===== src/hw/sgdc_pkg.sv =====
// shared constants and types of the scatter-gather dma control block
package sgdc_pkg;

  // ----------------------------------------------------------------
  // engine population
  // ----------------------------------------------------------------
  localparam int NUM_S2C = 2;
  localparam int NUM_C2S = 2;
  localparam int NUM_ENG = NUM_S2C + NUM_C2S;
  localparam int ADDR_W  = 16;
  localparam int DATA_W  = 32;
  localparam int XFER_W  = 16;

  // ----------------------------------------------------------------
  // register map
  // ----------------------------------------------------------------
  localparam logic [15:0] CH_S2C0_BASE  = 16'h0000;
  localparam logic [15:0] CH_S2C1_BASE  = 16'h0100;
  localparam logic [15:0] CH_C2S0_BASE  = 16'h2000;
  localparam logic [15:0] CH_C2S1_BASE  = 16'h2100;
  localparam logic [15:0] COMMON_BASE   = 16'h4000;
  localparam logic [7:0]  REG_ENG_CTL   = 8'h04;
  localparam logic [7:0]  REG_NEXT_PTR  = 8'h08;
  localparam logic [7:0]  REG_SW_PTR    = 8'h0C;
  localparam logic [7:0]  REG_BYTE_CNT  = 8'h1D;

  // ----------------------------------------------------------------
  // field positions
  // ----------------------------------------------------------------
  localparam int BIT_IEN   = 0;
  localparam int BIT_IACT  = 1;
  localparam int BIT_DONE  = 2;
  localparam int BIT_ALIGN = 3;
  localparam int BIT_FERR  = 4;
  localparam int BIT_ABORT = 5;
  localparam int BIT_EN    = 8;
  localparam int BIT_RUN   = 10;
  localparam int BIT_WAIT  = 11;
  localparam int BIT_RREQ  = 14;
  localparam int BIT_RST   = 15;
  localparam int BIT_GIE   = 0;
  localparam int BIT_GACT  = 1;
  localparam int BIT_GPEND = 2;
  localparam int S2C_LSB   = 16;
  localparam int C2S_LSB   = 24;
  localparam int PTR_LSB   = 5;
  localparam int CNT_LSB   = 2;
  localparam int PTR_W     = DATA_W - PTR_LSB;

  // ----------------------------------------------------------------
  // reset values and timing
  // ----------------------------------------------------------------
  localparam logic [PTR_W-1:0] PTR_RST = 27'h0000000;
  localparam logic             BIT_RSTV = 1'b0;
  localparam longint SAMPLE_NS = 1000000000;
  localparam longint CLK_NS    = 10;
  localparam int unsigned TICK_CYC = int'(SAMPLE_NS / CLK_NS);

  typedef enum logic [1:0] {
    ENG_IDLE  = 2'b00,
    ENG_FETCH = 2'b01,
    ENG_WAIT  = 2'b10
  } sgdc_eng_state_t;

endpackage : sgdc_pkg


===== src/hw/sgdc_tick.sv =====
// one-second sample strobe divider
module sgdc_tick #(
  parameter int unsigned CYCLES = sgdc_pkg::TICK_CYC
) (
  input  wire logic i_ref_clk,
  input  wire logic i_rst_b,
  output logic      o_tick
);
  import sgdc_pkg::*;

  localparam int CW = $clog2(CYCLES) + 1;

  typedef struct packed {
    logic [CW-1:0] cnt;
    logic          tick;
  } sgdc_tick_st_t;

  sgdc_tick_st_t q;
  sgdc_tick_st_t d;

  always_comb
  begin
    d = q;
    d.tick = 1'b0;
    if (q.cnt == CW'(CYCLES - 1))
    begin
      d.cnt  = '0;
      d.tick = 1'b1;
    end
    else
    begin
      d.cnt = CW'(q.cnt + 1'b1);
    end
  end

  always_ff @(posedge i_ref_clk or negedge i_rst_b)
  begin
    if (!i_rst_b)
      q <= '0;
    else
      q <= d;
  end

  assign o_tick = q.tick;
endmodule : sgdc_tick


===== src/hw/sgdc_rate.sv =====
// per-engine completed byte counter sampled once a second
module sgdc_rate (
  input  wire logic                          i_ref_clk,
  input  wire logic                          i_rst_b,
  input  wire logic                          i_tick,
  input  wire logic                          i_clr,
  input  wire logic [sgdc_pkg::XFER_W-1:0]   i_bytes,
  output logic [sgdc_pkg::DATA_W-3:0]        o_count,
  output logic [1:0]                         o_samples
);
  import sgdc_pkg::*;

  typedef struct packed {
    logic [DATA_W-1:0] acc;
    logic [DATA_W-3:0] cnt;
    logic [1:0]        smp;
  } sgdc_rate_st_t;

  sgdc_rate_st_t q;
  sgdc_rate_st_t d;

  always_comb
  begin
    d = q;
    if (i_clr)
    begin
      d = '0;
    end
    else if (i_tick)
    begin
      d.cnt = q.acc[DATA_W-1:CNT_LSB];
      d.acc = DATA_W'(i_bytes);
      d.smp = 2'(q.smp + 2'h1);
    end
    else
    begin
      d.acc = DATA_W'(q.acc + DATA_W'(i_bytes));
    end
  end

  always_ff @(posedge i_ref_clk or negedge i_rst_b)
  begin
    if (!i_rst_b)
      q <= '0;
    else
      q <= d;
  end

  assign o_count   = q.cnt;
  assign o_samples = q.smp;
endmodule : sgdc_rate


===== src/hw/sgdc_top.sv =====
// scatter-gather dma engine control, status and common interrupt registers
// How it works
// - S2C channels at 0x0/0x100, C2S channels at 0x2000/0x2100.
// - each channel has same registers at channel base plus register offset.
// - common interrupt registers decode at 0x4000.
// - any interrupt event sets active bit 1, w1c; bit 0 enables interrupts.
// - descriptor with interrupt-on-completion done sets bit 2 and active.
// - misaligned descriptor address aborts, sets bit 3, raises interrupt.
// - failed descriptor fetch sets bit 4 and raises interrupt.
// - software abort of a running operation sets bit 5.
// - enabled engine compares next and software pointers to start.
// - bit 10 reads high while an operation is in progress.
// - bit 11 reads high while waiting for more descriptors.
// - bit 14 requests user logic reset prep; cleared by user acknowledge.
// - bit 15 resets the engine and drives reset to user logic.
// - next pointer writable only while engine is disabled.
// - low five pointer bits read zero, forcing 32-byte alignment.
// - byte count bits 31:2 show last second's bytes, 4-byte units.
// - two-bit sample count increments at each one-second capture.
// - common bit 0 globally enables interrupts of all engines.
// - common bit 1 gated interrupt state, bit 2 ungated state.
// - common bits 23:16 S2C, 31:24 C2S engine interrupt status.
module sgdc_top #(
  parameter int unsigned TICK_CYCLES = sgdc_pkg::TICK_CYC
) (
  input  wire logic                                        i_ref_clk,
  input  wire logic                                        i_rst_b,
  input  wire logic                                        i_reg_wr,
  input  wire logic                                        i_reg_rd,
  input  wire logic [sgdc_pkg::ADDR_W-1:0]                 i_reg_addr,
  input  wire logic [sgdc_pkg::DATA_W-1:0]                 i_reg_wdata,
  output logic      [sgdc_pkg::DATA_W-1:0]                 o_reg_rdata,
  output logic                                             o_reg_rvalid,
  output logic      [sgdc_pkg::NUM_ENG-1:0]                o_fetch_req,
  output logic      [sgdc_pkg::NUM_ENG-1:0][sgdc_pkg::PTR_W-1:0] o_fetch_ptr,
  input  wire logic [sgdc_pkg::NUM_ENG-1:0]                i_desc_done,
  input  wire logic [sgdc_pkg::NUM_ENG-1:0]                i_desc_ioc,
  input  wire logic [sgdc_pkg::NUM_ENG-1:0][sgdc_pkg::DATA_W-1:0] i_desc_next,
  input  wire logic [sgdc_pkg::NUM_ENG-1:0]                i_fetch_err,
  input  wire logic [sgdc_pkg::NUM_ENG-1:0][sgdc_pkg::XFER_W-1:0] i_xfer_bytes,
  output logic      [sgdc_pkg::NUM_ENG-1:0]                o_user_rst_req,
  input  wire logic [sgdc_pkg::NUM_ENG-1:0]                i_user_rst_ack,
  output logic      [sgdc_pkg::NUM_ENG-1:0]                o_user_rst,
  output logic                                             o_irq
);
  import sgdc_pkg::*;

  // ----------------------------------------------------------------
  // state
  // ----------------------------------------------------------------
  typedef struct packed {
    sgdc_eng_state_t  st;
    logic             ien;
    logic             iact;
    logic             done;
    logic             align;
    logic             ferr;
    logic             abrt;
    logic             en;
    logic             rreq;
    logic             rst;
    logic             req;
    logic [PTR_W-1:0] nxt;
    logic [PTR_W-1:0] sw;
  } sgdc_eng_t;

  typedef struct packed {
    sgdc_eng_t [NUM_ENG-1:0] eng;
    logic                    gie;
    logic                    irq;
    logic [DATA_W-1:0]       rdata;
    logic                    rvalid;
  } sgdc_top_st_t;

  sgdc_top_st_t q;
  sgdc_top_st_t d;

  logic                              tick;
  logic [NUM_ENG-1:0][DATA_W-3:0]    byte_cnt;
  logic [NUM_ENG-1:0][1:0]           smp_cnt;
  logic [NUM_ENG-1:0]                eng_irq;
  logic [NUM_ENG-1:0]                wr_ctl;
  logic [NUM_ENG-1:0]                wr_nxt;
  logic [NUM_ENG-1:0]                wr_sw;
  logic [NUM_ENG-1:0]                ev_done;
  logic [NUM_ENG-1:0]                ev_mis;
  logic [NUM_ENG-1:0]                ev_ferr;
  logic [2:0]                        sel;
  logic [7:0]                        off;
  logic                              rst_keep;

  // ----------------------------------------------------------------
  // helpers
  // ----------------------------------------------------------------
  // returns {hit, engine index}
  function automatic logic [2:0] eng_sel(input logic [ADDR_W-1:0] a);
    logic [2:0] r;
    r = 3'h0;
    if (a[15:8] == CH_S2C0_BASE[15:8])
      r = {1'b1, 2'h0};
    else if (a[15:8] == CH_S2C1_BASE[15:8])
      r = {1'b1, 2'h1};
    else if (a[15:8] == CH_C2S0_BASE[15:8])
      r = {1'b1, 2'h2};
    else if (a[15:8] == CH_C2S1_BASE[15:8])
      r = {1'b1, 2'h3};
    return r;
  endfunction : eng_sel

  function automatic logic [DATA_W-1:0] ctl_word(input sgdc_eng_t e);
    logic [DATA_W-1:0] w;
    w = '0;
    w[BIT_IEN]   = e.ien;
    w[BIT_IACT]  = e.iact;
    w[BIT_DONE]  = e.done;
    w[BIT_ALIGN] = e.align;
    w[BIT_FERR]  = e.ferr;
    w[BIT_ABORT] = e.abrt;
    w[BIT_EN]    = e.en;
    w[BIT_RUN]   = (e.st == ENG_FETCH);
    w[BIT_WAIT]  = (e.st == ENG_WAIT);
    w[BIT_RREQ]  = e.rreq;
    w[BIT_RST]   = e.rst;
    return w;
  endfunction : ctl_word

  // ----------------------------------------------------------------
  // sample strobe and byte counters
  // ----------------------------------------------------------------
  sgdc_tick #(
    .CYCLES (TICK_CYCLES)
  ) u_tick (
    .i_ref_clk (i_ref_clk),
    .i_rst_b   (i_rst_b),
    .o_tick    (tick)
  );

  for (genvar g = 0; g < NUM_ENG; g++)
  begin : g_rate
    sgdc_rate u_rate (
      .i_ref_clk (i_ref_clk),
      .i_rst_b   (i_rst_b),
      .i_tick    (tick),
      .i_clr     (q.eng[g].rst),
      .i_bytes   (i_xfer_bytes[g]),
      .o_count   (byte_cnt[g]),
      .o_samples (smp_cnt[g])
    );
  end

  // ----------------------------------------------------------------
  // engine and register logic
  // ----------------------------------------------------------------
  always_comb
  begin
    d        = q;
    sel      = eng_sel(i_reg_addr);
    off      = i_reg_addr[7:0];
    rst_keep = 1'b0;
    for (int e = 0; e < NUM_ENG; e++)
    begin
      wr_ctl[e]  = i_reg_wr && sel[2] && (sel[1:0] == 2'(e)) && (off == REG_ENG_CTL);
      wr_nxt[e]  = i_reg_wr && sel[2] && (sel[1:0] == 2'(e)) && (off == REG_NEXT_PTR);
      wr_sw[e]   = i_reg_wr && sel[2] && (sel[1:0] == 2'(e)) && (off == REG_SW_PTR);
      ev_done[e] = (q.eng[e].st == ENG_FETCH) && i_desc_done[e];
      ev_mis[e]  = ev_done[e] && (i_desc_next[e][PTR_LSB-1:0] != 5'h00);
      ev_ferr[e] = (q.eng[e].st == ENG_FETCH) && i_fetch_err[e];
      eng_irq[e] = q.eng[e].ien && q.eng[e].iact;
      d.eng[e].req = 1'b0;
      if (i_user_rst_ack[e])
        d.eng[e].rreq = 1'b0;
      if (wr_ctl[e])
      begin
        // enable bit and w1c of active
        d.eng[e].ien = i_reg_wdata[BIT_IEN];
        d.eng[e].en  = i_reg_wdata[BIT_EN];
        d.eng[e].rst = i_reg_wdata[BIT_RST];
        if (i_reg_wdata[BIT_RREQ])
          d.eng[e].rreq = 1'b1;
        if (i_reg_wdata[BIT_IACT])
          d.eng[e].iact = 1'b0;
        if (i_reg_wdata[BIT_DONE])
          d.eng[e].done = 1'b0;
        if (i_reg_wdata[BIT_ALIGN])
          d.eng[e].align = 1'b0;
        if (i_reg_wdata[BIT_FERR])
          d.eng[e].ferr = 1'b0;
        if (i_reg_wdata[BIT_ABORT])
          d.eng[e].abrt = 1'b0;
      end
      if (wr_nxt[e] && !q.eng[e].en)
        d.eng[e].nxt = i_reg_wdata[DATA_W-1:PTR_LSB];
      if (wr_sw[e])
        d.eng[e].sw = i_reg_wdata[DATA_W-1:PTR_LSB];
      // flag sets come after clears so a same-cycle event wins
      case (q.eng[e].st)
        ENG_IDLE:
        begin
          if (q.eng[e].en)
          begin
            if (q.eng[e].nxt == q.eng[e].sw)
              d.eng[e].st = ENG_WAIT;
            else
            begin
              d.eng[e].st  = ENG_FETCH;
              d.eng[e].req = 1'b1;
            end
          end
        end
        ENG_FETCH:
        begin
          if (wr_ctl[e] && !i_reg_wdata[BIT_EN])
          begin
            d.eng[e].abrt = 1'b1;
            d.eng[e].st   = ENG_IDLE;
          end
          else if (ev_ferr[e])
          begin
            d.eng[e].ferr = 1'b1;
            d.eng[e].iact = 1'b1;
            d.eng[e].en   = 1'b0;
            d.eng[e].st   = ENG_IDLE;
          end
          else if (ev_mis[e])
          begin
            d.eng[e].align = 1'b1;
            d.eng[e].iact  = 1'b1;
            d.eng[e].en    = 1'b0;
            d.eng[e].st    = ENG_IDLE;
          end
          else if (ev_done[e])
          begin
            d.eng[e].nxt = i_desc_next[e][DATA_W-1:PTR_LSB];
            if (i_desc_ioc[e])
            begin
              d.eng[e].done = 1'b1;
              d.eng[e].iact = 1'b1;
            end
            if (i_desc_next[e][DATA_W-1:PTR_LSB] == q.eng[e].sw)
              d.eng[e].st = ENG_WAIT;
            else
              d.eng[e].req = 1'b1;
          end
        end
        ENG_WAIT:
        begin
          if (!q.eng[e].en)
            d.eng[e].st = ENG_IDLE;
          else if (q.eng[e].nxt != q.eng[e].sw)
          begin
            d.eng[e].st  = ENG_FETCH;
            d.eng[e].req = 1'b1;
          end
        end
        default:
        begin
          d.eng[e].st = ENG_IDLE;
        end
      endcase
      // engine held in reset, only the reset bit survives
      if (q.eng[e].rst)
      begin
        rst_keep     = d.eng[e].rst;
        d.eng[e]     = '0;
        d.eng[e].nxt = PTR_RST;
        d.eng[e].sw  = PTR_RST;
        d.eng[e].rst = rst_keep;
      end
    end
    if (i_reg_wr && (i_reg_addr == COMMON_BASE))
      d.gie = i_reg_wdata[BIT_GIE];
    d.irq    = q.gie && (|eng_irq);
    d.rvalid = i_reg_rd;
    d.rdata  = '0;
    if (i_reg_rd && sel[2])
    begin
      if (off == REG_ENG_CTL)
        d.rdata = ctl_word(q.eng[sel[1:0]]);
      else if (off == REG_NEXT_PTR)
        d.rdata = {q.eng[sel[1:0]].nxt, 5'h00};
      else if (off == REG_SW_PTR)
        d.rdata = {q.eng[sel[1:0]].sw, 5'h00};
      else if (off == REG_BYTE_CNT)
        d.rdata = {byte_cnt[sel[1:0]], smp_cnt[sel[1:0]]};
    end
    else if (i_reg_rd && (i_reg_addr == COMMON_BASE))
    begin
      d.rdata[BIT_GIE]   = q.gie;
      d.rdata[BIT_GACT]  = q.irq;
      d.rdata[BIT_GPEND] = |eng_irq;
      d.rdata[S2C_LSB+7:S2C_LSB] = 8'(eng_irq[NUM_S2C-1:0]);
      d.rdata[C2S_LSB+7:C2S_LSB] = 8'(eng_irq[NUM_ENG-1:NUM_S2C]);
    end
  end

  always_ff @(posedge i_ref_clk or negedge i_rst_b)
  begin
    if (!i_rst_b)
      q <= '0;
    else
      q <= d;
  end

  // ----------------------------------------------------------------
  // outputs
  // ----------------------------------------------------------------
  assign o_reg_rdata  = q.rdata;
  assign o_reg_rvalid = q.rvalid;
  assign o_irq        = q.irq;
  for (genvar g = 0; g < NUM_ENG; g++)
  begin : g_out
    assign o_fetch_req[g]    = q.eng[g].req;
    assign o_fetch_ptr[g]    = q.eng[g].nxt;
    assign o_user_rst_req[g] = q.eng[g].rreq;
    assign o_user_rst[g]     = q.eng[g].rst;
  end
endmodule : sgdc_top


===== config.mk =====
export PLATFORM = sky130hd
export DESIGN_NAME = sgdc_top
export DESIGN_NICKNAME = d
export VERILOG_FILES = /design/src/hw/sgdc_pkg.sv /design/src/hw/sgdc_tick.sv /design/src/hw/sgdc_rate.sv /design/src/hw/sgdc_top.sv
export SDC_FILE = /design/constraint.sdc
export NUM_CORES = 1
export LEC_CHECK = 0
export BUFFER_PORTS_ARGS = -buffer_cell sky130_fd_sc_hd__buf_2
export CAP_MARGIN = 10
export CORE_MARGIN = 5
export CORE_UTILIZATION = 55
export CTS_CLUSTER_SIZE = 28
export DETAILED_ROUTE_END_ITERATION = 10
export PLACE_DENSITY_LB_ADDON = 0.15
export SYNTH_ARGS = -nofsm -noshare
export SYNTH_HDL_FRONTEND = slang
export SYNTH_SLANG_ARGS = --single-unit

===== constraint.sdc =====
create_clock -name i_ref_clk -period 3.5 [get_ports i_ref_clk]
set_clock_uncertainty 0.05 [all_clocks]
set_input_delay 0.35 -clock i_ref_clk [delete_from_list [all_inputs] [get_ports i_ref_clk]]
set_output_delay 0.35 -clock i_ref_clk [all_outputs]
set_load 0.01 [all_outputs]

==> impl_metrics.toml <==
[synth]
synthAdderAreaFrac = 0.0248
synthFlopType = "dfrtp_1"
synth-seq-cells = 584
yosysSeqAreaShare = 0.405
synthMuxAreaShare = 0.0835
syn_inst = 4066
synth_compound_area_frac = 0.163
avgSynthCellArea_um2 = 8.88
synth-simple-area-share = 0.181
synth_nets = 4395
synth_cell_types = 90
synth_edf_count = 0
syn_area_mm2 = 0.0361
ys_warn_count = 0
synth-xor-area-share = 0.0745
synth_top_family_by_area = "simple AND/OR/NAND/NOR gates"
synth-async-reset-ratio = 1.00

[power]
total_leakage_power_nw = 19.8
power.density_mw_per_mm2 = 498
vdd_drop_max_mv = 0.527
power_mw = 20.6

[sta]
hold_viol_final = 0
fmax_mhz = 320
fin_crit_ns = 3.13
fin_setup_tns_ns = 0
fin_crit_sh = 0.894
setup_viol = 0
drv_slew = 0
max-slew-margin-rel = 0.210
worst_slew_pin_slew_ns = 1.18
grt_setup_unrepaired = "false"
holdWs_ns = 0.0145

[cts]
clock_sinks = 584
cts_resized = 0
htree_levels = 3
cts_tree = "done"
cts_root_buf = "clkbuf_16"
clkLatencyLatePin_ns = 0.61
clockBufferDepth = 3
cts_setup_buffers = 0
numCtsBuffers = 68
clk_pin_slew_ns = 0.06

[placed_design]
dpl.hpwl_um = 100000
port_buffers = 413
place_congestion = 1.03
dp_cells = 5025

[global_route]
grt_pass1_wl_um = 201000
grt_antenna_before_repair = 5
grt_usage = 0.371
grt_max_degree = 100
grt_pass1_vias = 32089
overflow = 0

[floorplanning]
io_pins = 414
dieHeight_um = 266
core-area_mm2 = 0.0654
rows = 94
die_area_mm2 = 0.0708
initial_core_util = 0.552
die_w_um = 266

[drt]
detail-route-antenna-nets = 0
drtIter0Drc = 3999
wl_per_cell_um = 25.8
remaining_drc_errors = 0
vias = 33063
drt_pass1_iterations = 6
totalWireLength_um = 136000
via_per_inst = 6.27

[setup_path]
critPathArrivalTime_ns = 3.60
worstSetupEndpointType = "flop"
crit_type = "in -> reg"
cp_data_required_time_ns = 3.97
ff2ff_path_depth = 11
rr_startpoint = "g_rate[0].u_rate.q[32]$_DFF_PN0_"
crit_slowest_cell = "dlygate4sd3_1"
r2r_end = "g_rate[0].u_rate.q[56]$_DFF_PN0_"
cp_max_fo = 12
cp_num_buf_inv = 4
crit_path_start_kind = "input pin"
cpPeakStageDelay_ns = 0.54
path_delay_family = "compound AO/OA/AOI/OAI gates"
path_cells = "dlygate4sd3_1, buf_2, ha_1, inv_1, fa_1, nor2b_1, o31a_1, o31ai_1, o211ai_1, a211oi_1, buf_4, or4_1, a21oi_1"
r2r_slack_ns = 0.47

[layout]
fin_cells = 5277
syn_to_final_growth_pct = 15.0
nets = 4688
drive_above_1_share = 0.160
layout_common_cells = "dfrtp_1 (579), nor2_1 (576), buf_2 (411)"
layout_commonest_cell = "dfrtp_1"

[worst_hold_path]
whs_path_depth = 3
hold_path_end = "o_fetch_ptr[103]$_DFF_PN0_"
hold_path_class = "in -> reg"
worst_hold_startpoint = "i_desc_next[123]"

[job]
drv_cap = 0

[outcome]
status = "finished clean"
-- worst max-delay path by stage --
stage / startpoint / endpoint / slack (ns) / depth (start not counted)
after detailed placement: i_reg_addr[11] / o_fetch_ptr[46]$_DFF_PN0_ / 0.16 / 10
after CTS: i_xfer_bytes[0] / g_rate[0].u_rate.q[56]$_DFF_PN0_ / 0.45 / 13
final: i_xfer_bytes[0] / g_rate[0].u_rate.q[56]$_DFF_PN0_ / 0.37 / 13
after floorplan: g_rate[3].u_rate.q[43]$_DFF_PN0_ / g_rate[3].u_rate.q[48]$_DFF_PN0_ / 0.67 / 10
after global routing: i_xfer_bytes[0] / g_rate[0].u_rate.q[60]$_DFF_PN0_ / 0.18 / 13
after global placement: i_reg_addr[11] / o_fetch_ptr[45]$_DFF_PN0_ / 0.21 / 10
-- worst min-delay path: stages --
cell and delay, ns:
buf_2 0.11, nor2_1 0.10, a211oi_1 0.06
-- cell families (layout without fill, tap and decap cells) --
kind of cell	count (synthesis)	after routing
AOI/OAI and AO/OA	905	905
xor gates and xnor gates	307	307
adders and majority gates	69	69
buffers and inverters	469	813
DFF	584	584
muxes	299	299
other	0	3
and+or+nand+nor	1433	1433
-- power breakdown --
group,internal [mW],switching [mW]
sequential,7.33,0.539
clock,4.22,2.95
combinational,2.46,3.15
total,14.0,6.64
-- stage by stage --
step / setup WS, ns / utilization / instance area, µm²
4_1_cts: 0.448 / 0.634 / 41500
3_5_place_dp: 0.160 / 0.581 / 38000
3_3_place_gp: 0.213 / 0.581 / 38000
5_1_grt: 0.179 / 0.634 / 41500
6_report: 0.373 / 0.634 / 41500
2_1_floorplan: 0.674 / - / 36100
-- cell usage after synthesis, drive strengths merged, types with 25 or more instances --
library cell | instances | share of area
dfrtp | 584 | 0.40
nor2 | 579 | 0.060
nand2 | 403 | 0.042
a21oi | 332 | 0.046
mux2i | 292 | 0.081
buf | 230 | 0.043
clkbuf | 184 | 0.019
xnor2 | 175 | 0.042
o21ai | 156 | 0.022
a211oi | 137 | 0.031
xor2 | 132 | 0.032
nor3 | 82 | 0.012
nand3 | 66 | 0.0093
ha | 65 | 0.023
nand4 | 58 | 0.010
inv | 53 | 0.0055
nor4 | 46 | 0.0088
nor2b | 40 | 0.0069
a31oi | 39 | 0.0068
o221ai | 30 | 0.0073
and3 | 27 | 0.0047
or3 | 27 | 0.0047
o21a | 26 | 0.0054
a22oi | 25 | 0.0052
-- cell type report --
class | instances | area [µm²]
clock buffers | 103 | 2030
flip-flops and latches | 584 | 14600
inverters | 55 | 206
diodes | 3 | 7.51
well taps | 864 | 1080
clock inverters | 18 | 178
fillers | 5644 | 23900
repair buffers | 637 | 4300
multi-input cells | 3013 | 19100
-- repair_timing --
| item | CTS | global route |
|---|---|---|
| hold buffers | 128 | 0 |
| endpoints found under the hold margin | 189 | 0 |
| endpoints found under the setup margin | 0 | 0 |
-- sequential cells by signal, indices dropped and copies added, names as in the netlist, 8 cells and up --
name,count
o_fetch_ptr,108
g_rate.u_rate.o_count,120
u_tick.q,28
o_reg_rdata,32
q,145
g_rate.u_rate.q,128
g_rate.u_rate.o_samples,8
-- per-layer routing --
| layer | GRT usage | up-vias | part of all wire |
|---|---|---|---|
| met5 | 0 | - | 0.00018 |
| li1 | - | 14807 | - |
| met4 | 0.265 | 4 | 0.092 |
| met2 | 0.592 | 1851 | 0.46 |
| met1 | 0.454 | 15894 | 0.36 |
| met3 | 0.0728 | 507 | 0.085 |
(Power assumes the default switching activity.)
